===== src/snzcg_pkg.sv =====
// package: constants and types for the snooze clock gating block
`default_nettype none
package snzcg_pkg;
   // ======================================================
   // power states
   typedef enum logic [1:0] {
      SNZ_RUN,
      SNZ_STOP,
      SNZ_SNOOZE
   } snzcg_state_t;

   // ======================================================
   // option byte field positions
   localparam int unsigned OPT_WIDTH         = 8;
   localparam int unsigned OPT_WDT_STBY_BIT  = 0;
   localparam int unsigned OPT_WDT_EN_BIT    = 4;

   // ======================================================
   // comparator channels
   localparam int unsigned CMP_NUM           = 6;
   localparam logic [CMP_NUM-1:0] CMP_SNOOZE_MASK = 6'h05;

   // ======================================================
   // values after reset
   localparam logic SNZ_RST_CPU_CLK   = 1'b1;
   localparam logic SNZ_RST_HOCO      = 1'b1;
   localparam logic SNZ_RST_SUBCLK    = 1'b0;
   localparam logic SNZ_RST_LOCO      = 1'b0;
   localparam logic SNZ_RST_PERIPH    = 1'b1;
endpackage : snzcg_pkg
`default_nettype wire


===== src/snzcg_cmp_if.sv =====
// interface: comparator gating signals between controller and gate
`default_nettype none
interface snzcg_cmp_if #(parameter int unsigned N = 6);
   logic [N-1:0] stop_rel_en;
   logic [N-1:0] filter_en;
   logic [N-1:0] run_req;
   logic         low_power;
   logic         snooze;
   logic [N-1:0] en;
   modport gate (input stop_rel_en, filter_en, run_req, low_power, snooze,
                 output en);
   modport ctrl (output stop_rel_en, filter_en, run_req, low_power, snooze,
                 input en);
endinterface : snzcg_cmp_if
`default_nettype wire


===== src/snzcg_cmp_gate.sv =====
// module: per-channel comparator enable gate for low-power states
`default_nettype none
module snzcg_cmp_gate
   import snzcg_pkg::*;
#(
   parameter logic [CMP_NUM-1:0] SNOOZE_MASK = CMP_SNOOZE_MASK
)(
   snzcg_cmp_if.gate cmp
);
   // ======================================================
   // gating
   // a channel with its filter on cannot run without the cpu clock, so
   // it is dropped in stop and snooze even if release is enabled
   always_comb begin
      for (int i = 0; i < CMP_NUM; i++) begin
         if (!cmp.low_power) begin
            cmp.en[i] = cmp.run_req[i];
         end else if (cmp.snooze) begin
            cmp.en[i] = cmp.run_req[i] & SNOOZE_MASK[i]
                        & cmp.stop_rel_en[i] & ~cmp.filter_en[i];
         end else begin
            cmp.en[i] = cmp.run_req[i] & SNOOZE_MASK[i]
                        & cmp.stop_rel_en[i] & ~cmp.filter_en[i];
         end
      end
   end
endmodule : snzcg_cmp_gate
`default_nettype wire


===== src/snzcg_ctrl.sv =====
// module: snooze state controller with clock and peripheral gating
// ======================================================
`default_nettype none
module snzcg_ctrl
   import snzcg_pkg::*;
(
   input  wire logic                 CLK_IN,
   input  wire logic                 RSTN_IN,
   input  wire logic                 STOP_REQ_IN,
   input  wire logic                 WAKE_IN,
   input  wire logic                 SNOOZE_DONE_IN,
   input  wire logic                 CPU_ON_HOCO_IN,
   input  wire logic                 SERIAL_RX_EVENT_IN,
   input  wire logic                 AD_TIMER_TRIG_IN,
   input  wire logic [OPT_WIDTH-1:0] OPTION_BYTE_IN,
   input  wire logic                 IT_LOWSPEED_CLOCK_SELECT_IN,
   input  wire logic                 SUB_XT_REQ_IN,
   input  wire logic                 SUB_EXS_REQ_IN,
   input  wire logic [CMP_NUM-1:0]   CMP_STOP_RELEASE_ENABLE_IN,
   input  wire logic [CMP_NUM-1:0]   CMP_FILTER_EN_IN,
   input  wire logic [CMP_NUM-1:0]   CMP_RUN_REQ_IN,
   output var  logic [1:0]           STATE_OUT,
   output var  logic                 CPU_CLK_EN_OUT,
   output var  logic                 MEM_EN_OUT,
   output var  logic                 HOCO_EN_OUT,
   output var  logic                 XTAL_MAIN_EN_OUT,
   output var  logic                 EXT_MAIN_EN_OUT,
   output var  logic                 SUB_XT_EN_OUT,
   output var  logic                 SUB_EXS_EN_OUT,
   output var  logic                 LOCO_EN_OUT,
   output var  logic                 PORT_LATCH_HOLD_OUT,
   output var  logic [CMP_NUM-1:0]   CMP_EN_OUT,
   output var  logic                 TAU_EN_OUT,
   output var  logic                 GP_TIMER_EN_OUT,
   output var  logic                 RTC_EN_OUT,
   output var  logic                 ITMR_EN_OUT,
   output var  logic                 ADC_EN_OUT,
   output var  logic                 PGA_EN_OUT
);
   // ======================================================
   // state
   snzcg_state_t state_q;
   snzcg_state_t state_d;
   logic         hoco_src_q;
   logic         wake_evt;
   logic         lp_d;
   logic         sn_d;
   logic         loco_run;

   snzcg_cmp_if #(.N(CMP_NUM)) cmp_bus ();

   assign wake_evt = SERIAL_RX_EVENT_IN | AD_TIMER_TRIG_IN;
   assign lp_d     = (state_d != SNZ_RUN);
   assign sn_d     = (state_d == SNZ_SNOOZE);

   // ======================================================
   // next state
   // a cpu wake beats a snooze trigger in the same cycle, since the
   // interrupt makes the snooze pointless
   always_comb begin
      state_d = state_q;
      case (state_q)
         SNZ_RUN: begin
            if (STOP_REQ_IN) begin
               state_d = SNZ_STOP;
            end
         end
         SNZ_STOP: begin
            if (WAKE_IN) begin
               state_d = SNZ_RUN;
            end else if (wake_evt && hoco_src_q) begin
               state_d = SNZ_SNOOZE;
            end
         end
         SNZ_SNOOZE: begin
            if (WAKE_IN) begin
               state_d = SNZ_RUN;
            end else if (SNOOZE_DONE_IN) begin
               state_d = SNZ_STOP;
            end
         end
         default: begin
            state_d = SNZ_RUN;
         end
      endcase
   end

   always_ff @(posedge CLK_IN) begin
      if (!RSTN_IN) begin
         state_q <= SNZ_RUN;
      end else begin
         state_q <= state_d;
      end
   end

   // clock source of the cpu is noted when stop is entered
   always_ff @(posedge CLK_IN) begin
      if (!RSTN_IN) begin
         hoco_src_q <= 1'b1;
      end else if (state_q == SNZ_RUN && STOP_REQ_IN) begin
         hoco_src_q <= CPU_ON_HOCO_IN;
      end
   end

   // ======================================================
   // cpu, memory and main clocks
   always_ff @(posedge CLK_IN) begin
      if (!RSTN_IN) begin
         STATE_OUT        <= 2'h0;
         CPU_CLK_EN_OUT   <= SNZ_RST_CPU_CLK;
         MEM_EN_OUT       <= SNZ_RST_CPU_CLK;
         HOCO_EN_OUT      <= SNZ_RST_HOCO;
         XTAL_MAIN_EN_OUT <= 1'b0;
         EXT_MAIN_EN_OUT  <= 1'b0;
      end else begin
         STATE_OUT        <= state_d;
         CPU_CLK_EN_OUT   <= !lp_d;
         MEM_EN_OUT       <= !lp_d;
         HOCO_EN_OUT      <= (!lp_d && CPU_ON_HOCO_IN) || sn_d;
         XTAL_MAIN_EN_OUT <= !lp_d && !CPU_ON_HOCO_IN;
         EXT_MAIN_EN_OUT  <= 1'b0;
      end
   end

   // ======================================================
   // subsystem clocks and port latches
   // requests are only followed in run; stop and snooze freeze them
   always_ff @(posedge CLK_IN) begin
      if (!RSTN_IN) begin
         SUB_XT_EN_OUT       <= SNZ_RST_SUBCLK;
         SUB_EXS_EN_OUT      <= SNZ_RST_SUBCLK;
         PORT_LATCH_HOLD_OUT <= 1'b0;
      end else begin
         if (!lp_d) begin
            SUB_XT_EN_OUT  <= SUB_XT_REQ_IN;
            SUB_EXS_EN_OUT <= SUB_EXS_REQ_IN;
         end
         PORT_LATCH_HOLD_OUT <= lp_d;
      end
   end

   // ======================================================
   // low-speed oscillator
   assign loco_run = IT_LOWSPEED_CLOCK_SELECT_IN
                     || (OPTION_BYTE_IN[OPT_WDT_EN_BIT]
                         && OPTION_BYTE_IN[OPT_WDT_STBY_BIT]);

   always_ff @(posedge CLK_IN) begin
      if (!RSTN_IN) begin
         LOCO_EN_OUT <= SNZ_RST_LOCO;
      end else if (lp_d) begin
         LOCO_EN_OUT <= loco_run;
      end else begin
         LOCO_EN_OUT <= IT_LOWSPEED_CLOCK_SELECT_IN
                        || OPTION_BYTE_IN[OPT_WDT_EN_BIT];
      end
   end

   // ======================================================
   // comparators
   assign cmp_bus.stop_rel_en = CMP_STOP_RELEASE_ENABLE_IN;
   assign cmp_bus.filter_en   = CMP_FILTER_EN_IN;
   assign cmp_bus.run_req     = CMP_RUN_REQ_IN;
   assign cmp_bus.low_power   = lp_d;
   assign cmp_bus.snooze      = sn_d;

   snzcg_cmp_gate #(.SNOOZE_MASK(CMP_SNOOZE_MASK)) u_cmp_gate (
      .cmp (cmp_bus)
   );

   always_ff @(posedge CLK_IN) begin
      if (!RSTN_IN) begin
         CMP_EN_OUT <= '0;
      end else begin
         CMP_EN_OUT <= cmp_bus.en;
      end
   end

   // ======================================================
   // peripheral enables
   always_ff @(posedge CLK_IN) begin
      if (!RSTN_IN) begin
         TAU_EN_OUT      <= SNZ_RST_PERIPH;
         GP_TIMER_EN_OUT <= SNZ_RST_PERIPH;
         RTC_EN_OUT      <= SNZ_RST_PERIPH;
         ITMR_EN_OUT     <= SNZ_RST_PERIPH;
         ADC_EN_OUT      <= SNZ_RST_PERIPH;
         PGA_EN_OUT      <= SNZ_RST_PERIPH;
      end else begin
         TAU_EN_OUT      <= !lp_d;
         GP_TIMER_EN_OUT <= !lp_d;
         RTC_EN_OUT      <= 1'b1;
         ITMR_EN_OUT     <= 1'b1;
         ADC_EN_OUT      <= !lp_d || sn_d;
         PGA_EN_OUT      <= 1'b1;
      end
   end
endmodule : snzcg_ctrl
`default_nettype wire


===== config.mk =====
export PLATFORM = sky130hd
export DESIGN_NAME = snzcg_ctrl
export DESIGN_NICKNAME = d
export VERILOG_FILES = /design/src/snzcg_pkg.sv /design/src/snzcg_cmp_if.sv /design/src/snzcg_cmp_gate.sv /design/src/snzcg_ctrl.sv
export SDC_FILE = /design/constraint.sdc
export NUM_CORES = 1
export LEC_CHECK = 0
export BUFFER_PORTS_ARGS = -buffer_cell sky130_fd_sc_hd__buf_4
export CAP_MARGIN = 30
export CORE_ASPECT_RATIO = 0.9
export CORE_MARGIN = 2
export CORE_UTILIZATION = 30
export DETAILED_ROUTE_END_ITERATION = 8
export PLACE_DENSITY = 0.64
export SETUP_SLACK_MARGIN = 0.1
export SLEW_MARGIN = 5
export SYNTH_ARGS = -nofsm -noshare
export SYNTH_HDL_FRONTEND = slang
export SYNTH_SLANG_ARGS = --single-unit
export TNS_END_PERCENT = 10

===== constraint.sdc =====
create_clock -name CLK_IN -period 1.7 [get_ports CLK_IN]
set_input_delay 0.255 -clock CLK_IN [delete_from_list [all_inputs] [get_ports CLK_IN]]
set_output_delay 0.255 -clock CLK_IN [all_outputs]
set_load 0.02 [all_outputs]

==> metrics.csv, run 1 <==
metric,value,unit
outcome,"complete, no violations",
Antenna Violating Nets Remaining,0,
Placed Cells,134,
number of enable flip-flop cells after synthesis,0,
multi-input logic area,263,sq um
post-CTS setup buffer count,0,
final max-slew violation count,0,
P&R area growth vs syn,47.5,%
"count leader, synth",dfxtp_1,
Critical Path AT,1.47,ns
setup TNS,0,ns
Worst-Skew Late Latency,0.28,ns
Synth top area share,51.2,%
Tot GR Track Use,10.9,%
pre-CTS setup slack,0.427,ns
Setup Skew,0.00408,ns
Chip Height,48.6,microns
initial antenna violation count,0,
Final Non-Filler Cells,138,
FF+latch area,340,sq um
io pins,60,
final setup fails,0,
first-pass GRT wire length,2.04,mm
Yosys reg bits,17,
WP buf/inv,0,
drt drc,0,
via count,596,
clock root buffer,clkbuf_4,
Placed Area,952,sq um
Syn Area/Cell,9.10,sq um
cell family with most CP delay,simple AND/OR/NAND/NOR gates,
pin count of the biggest net entering global routing,20,
drt wl/cell,9.83,microns
P_leak,0.491,nW
WP data required,1.88,ns
async set-reset flop share out of synthesis,0,%
critical path class,reg2reg,
Die ar.,2610,sq um
vias in the first global route,518,
final hold slack,0.198,ns
CTS tree,built,
Crit-path slowest cell,dfxtp_1,
clk buf depth,2,
H-tree depth,1,
Area contributors post-synth,"dfxtp_1, buf_4, nand2_1",
grt ovf,0,
DR vias/cell,4.32,
final setup margin,0.405,ns
Sink Count,17,
CP endpoint kind,flip-flop,
most common flop cell mapped by yosys,dfxtp_1,
Worst VDD drop,0.000303,V
die width,53.6,microns
Crit Path Max Fanout,7,
Worst-path clk slew,0.10,ns
Synth area leader,dfxtp_1,
CTS resizes,0,
total chip power,0.836,mW
post-detail-place hpwl,1.06,mm
design area,980,sq um
Mapped Cells,73,
TritonCTS Buffers,3,
I/O Buffers,41,
count of TritonRoute iterations in the first routing pass,4,
Util after Layout,45.7,%
Final Hold Fails,0,
CP startpoint kind,flip-flop,
Cell Rows,16,
fin crit share,76.2,%
Post-Syn Area,664,sq um
layout cell share with drive strength beyond 1,42.3,%
yosys warns,0,
commonest cells in the netlist,"dfxtp_1, nand2_1, buf_4",
"Seq/Total Area, Yosys",51.2,%
fin crit period,1.29,ns
RSZ-0062 raised after global routing,no,
Cell variety after synth,23,
max frequency,772,MHz
Worst Hold Class,in2reg,
cells along the critical path,or3b_1 > a21oi_1 > nor2_1 > and3_1,
DR iter-0 viols,12,
nets,149,
final wirelength,1.36,mm
CTS Hold Bufs,0,
core area,2140,sq um
pwr dens,854,nW/um^2
fill count,218,
Worst path max stage delay,0.43,ns
routability congestion estimate,0.676,
max cap viols,0,
Ant. Diodes,0,
initial core utilization,31.0,%
## final timing paths
check | slack, ns | depth (start not counted) | end | startpoint
hold reg to reg | 0.47 | 2 | SUB_EXS_EN_OUT | SUB_EXS_EN_OUT
setup reg to reg | 0.41 | 4 | XTAL_MAIN_EN_OUT | STATE_OUT[1]
setup / recovery | 0.41 | 4 | XTAL_MAIN_EN_OUT | STATE_OUT[1]
hold / removal | 0.20 | 2 | CMP_EN_OUT[1] | CMP_RUN_REQ_IN[1]
## final cells by class
| class | instances | area share (%) |
|---|---|---|
| clock inverters | 1 | 0.511 |
| flip-flops and latches | 17 | 34.7 |
| clock buffers | 3 | 2.30 |
| well taps | 27 | 3.45 |
| multi-input cells | 47 | 26.8 |
| repair buffers | 41 | 31.4 |
| inverters | 2 | 0.766 |
## power breakdown
part	switching [mW]	total, mW	internal, mW
combinational	0.0980	0.193	0.0947
sequential	0.0129	0.438	0.425
clock	0.118	0.205	0.0872
## state kept, by name (all words and copies together), names as in the netlist
name                 count
SUB_XT_EN_OUT            1
XTAL_MAIN_EN_OUT         1
ADC_EN_OUT               1
LOCO_EN_OUT              1
STATE_OUT                2
GP_TIMER_EN_OUT          1
SUB_EXS_EN_OUT           1
hoco_src_q               1
PORT_LATCH_HOLD_OUT      1
CMP_EN_OUT               6
HOCO_EN_OUT              1
## placed cells by master (no fill, tap or decap), types with 2 or more instances in the layout
cell / count
buf_4: 41
dfxtp_1: 17
nand2_1: 10
a21oi_1: 5
and3_1: 5
conb_1: 4
nand2b_1: 3
mux2i_1: 3
o21ai_0: 3
nor2_1: 3
clkbuf_4: 3
inv_1: 2
and2_1: 2
## cell families after synthesis
family,share of synthesized area [%]
compound gates,10.2
buf+inv,10.4
flops,51.2
mux,4.52
other cells,1.13
simple gates,22.6
## routing by layer
| layer | GRT usage [%] | up-vias | share of wire (%) |
|---|---|---|---|
| met5 | 0 | - | 0 |
| met4 | 6.41 | 0 | 0.96 |
| met3 | 4.01 | 2 | 9.9 |
| met2 | 17.9 | 29 | 47 |
| met1 | 11.5 | 258 | 42 |
| li1 | - | 307 | - |
No activity file was read; power rests on OpenSTA's default activity.
==> inputs of run 2 (changes only) <==
--- a/config.mk
+++ b/config.mk
@@ -5,13 +5,14 @@
 export SDC_FILE = /design/constraint.sdc
 export NUM_CORES = 1
 export LEC_CHECK = 0
+export ABC_AREA = 1
 export BUFFER_PORTS_ARGS = -buffer_cell sky130_fd_sc_hd__buf_4
 export CAP_MARGIN = 30
 export CORE_ASPECT_RATIO = 0.9
 export CORE_MARGIN = 2
 export CORE_UTILIZATION = 30
 export DETAILED_ROUTE_END_ITERATION = 8
-export PLACE_DENSITY = 0.64
+export PLACE_DENSITY = 0.62
 export SETUP_SLACK_MARGIN = 0.1
 export SLEW_MARGIN = 5
 export SYNTH_ARGS = -nofsm -noshare
==> constraint.sdc (replaced) <==
create_clock -name CLK_IN -period 1.28 [get_ports CLK_IN]
set_input_delay 0.192 -clock CLK_IN [delete_from_list [all_inputs] [get_ports CLK_IN]]
set_output_delay 0.192 -clock CLK_IN [all_outputs]
set_load 0.02 [all_outputs]
==> run 2 against run 1 <==
Worst setup slack worse by 0.31 ns. Wire length up 9.9%. Sequential power up 34%. Maximum frequency up 9.7%. Largest power group unchanged.
==> metrics.csv, run 2 <==
metric,value,unit
outcome,"complete, no violations",
Yosys reg bits,17,
count of TritonRoute iterations in the first routing pass,4,
Antenna Violating Nets Remaining,0,
nets,173,
RR Endpoint,LOCO_EN_OUT,
initial core utilization,32.1,%
Synth area leader,dfxtp_1,
DR iter-0 viols,12,
hold endpoint,XTAL_MAIN_EN_OUT,
Hold Path Depth,2,
Mapped Cells,92,
TritonCTS Buffers,3,
Largest regs,"CMP_EN_OUT: 6 flops, STATE_OUT: 2 flops",
fin crit period,1.18,ns
via count,664,
Synth top area share,47.7,%
max cap viols,0,
RSZ-0062 raised after global routing,yes,
"count leader, synth",nand2_1,
Worst Hold Class,in2reg,
clock root buffer,clkbuf_4,
Worst path depth,9,
"commonest non-fill, non-tap cell in the layout",buf_4,
Sink Count,17,
die width,55.4,microns
final hold slack,0.0770,ns
WP data required,1.48,ns
CTS tree,built,
"Seq/Total Area, Yosys",47.7,%
Worst VDD drop,0.000660,V
cells along the critical path,buf_6 > nand2_2 > nor2_2 > nor2_4 > buf_4 > nand3_1 > nand3_2 > nand2_1 > inv_1,
Reg2Reg Setup Slack,0.1,ns
hold_sp,CPU_ON_HOCO_IN,
Ant. Diodes,0,
Reg with most FFs,CMP_EN_OUT,
P&R area growth vs syn,57.7,%
final setup fails,0,
layout cell share with drive strength beyond 1,55.6,%
first-pass GRT wire length,2.45,mm
most common flop cell mapped by yosys,dfxtp_1,
final wirelength,1.49,mm
Setup Skew,0.00437,ns
Placed Cells,155,
Post-Syn Area,713,sq um
cell family with most CP delay,simple AND/OR/NAND/NOR gates,
drt wl/cell,9.21,microns
pre-CTS setup slack,0.0631,ns
Final Non-Filler Cells,162,
drt drc,0,
Crit Path Max Fanout,3,
number of enable flip-flop cells after synthesis,0,
number of flip-flops in the largest register,6,
core area,2220,sq um
Placed Area,1010,sq um
P_leak,0.607,nW
design area,1120,sq um
grt ovf,0,
commonest cells in the netlist,"nand2_1, dfxtp_1, inv_1",
Worst-path clk slew,0.10,ns
vias in the first global route,637,
Worst-Skew Late Latency,0.29,ns
final setup margin,0.0995,ns
I/O Buffers,41,
Die ar.,2780,sq um
Cell Rows,16,
worst r2r src,STATE_OUT[1],
Chip Height,50.3,microns
CP startpoint kind,flip-flop,
CP endpoint kind,flip-flop,
fin crit share,92.2,%
DR vias/cell,4.10,
Cell variety after synth,17,
Tot GR Track Use,11.2,%
setup TNS,0,ns
clk buf depth,2,
yosys warns,0,
initial antenna violation count,0,
async set-reset flop share out of synthesis,0,%
post-detail-place hpwl,1.18,mm
Crit-path slowest cell,dfxtp_2,
pin count of the biggest net entering global routing,11,
Reg2Reg Depth,9,
max frequency,847,MHz
Area contributors post-synth,"dfxtp_1, nand2_1, buf_4",
Final Hold Fails,0,
Syn Area/Cell,7.75,sq um
H-tree depth,1,
fill count,232,
final max-slew violation count,0,
pwr dens,1050,nW/um^2
critical path class,reg2reg,
most frequent cells in the layout,"buf_4, nand2_1, dfxtp_1",
io pins,60,
WP buf/inv,3,
routability congestion estimate,0.722,
Critical Path AT,1.38,ns
Worst path max stage delay,0.37,ns
-- run 2: changes by cell type in the layout (fill, tap and decap cells not counted), sizes merged, moves of 3 or more --
cell    delta
nand2     +10
and3       -5
o21ai      -3
mux2i      -3
inv       +16
nand3      +4
nand2b     -3
nor2      +15
buf        +3
-- run 2: metal layers --
metal,track usage [%],up-vias,share of wire (%)
met1,12.0,281,40
met5,0,-,0
met2,19.4,40,48
met3,6.70,0,12
met4,1.22,0,0
li1,-,343,-
-- run 2: power by group --
group,leakage (nW),total (mW),internal [mW],switching (mW)
combinational,0.448,0.321,0.143,0.177
clock,0.0177,0.278,0.116,0.162
sequential,0.142,0.586,0.568,0.0182
total,0.607,1.18,0.828,0.357
-- run 2: worst max path at each step --
stage,start,end,slack (ns)
after CTS,STATE_OUT[1],SUB_XT_EN_OUT,0.1
after global placement,AD_TIMER_TRIG_IN,SUB_XT_EN_OUT,0.09
after global routing,STATE_OUT[1],LOCO_EN_OUT,0.009
final,STATE_OUT[1],LOCO_EN_OUT,0.1
after detailed placement,STATE_OUT[1],SUB_XT_EN_OUT,0.06
after floorplan,STATE_OUT[1],LOCO_EN_OUT,0.11
-- run 2: repair_timing --
action,CTS,global route
buffers inserted,3,0
hold buffers,0,0
gates resized for setup,4,13
pin swaps,5,4
setup endpoints to repair,8,8
-- run 2: metrics by stage --
step / power (mW) / utilization (%)
after CTS: 1.19 / 48.6
after floorplan: 0.774 / -
final: 1.18 / 50.6
after detailed placement: 0.895 / 45.6
after global routing: 1.26 / 50.6
after global placement: 0.890 / 45.6
-- run 2: cell families after synthesis --
kind of cell           Yosys count  synth area share, %
flip-flops                      17                 47.7
AND/OR/NAND/NOR                 44                 31.2
other                            2                 1.05
buffers and inverters           25                 17.2
AO/OA/AOI/OAI                    4                 2.81
-- run 2: layout make-up --
class / count / area (sq um) / share of cell area, %
Sequential cell: 17 / 347 / 30.8
Timing Repair Buffer: 44 / 334 / 29.7
Multi-Input combinational cell: 52 / 310 / 27.6
Inverter: 18 / 72.6 / 6.45
Tap cell: 27 / 33.8 / 3.00
Clock buffer: 3 / 22.5 / 2.00
Clock inverter: 1 / 5.00 / 0.445
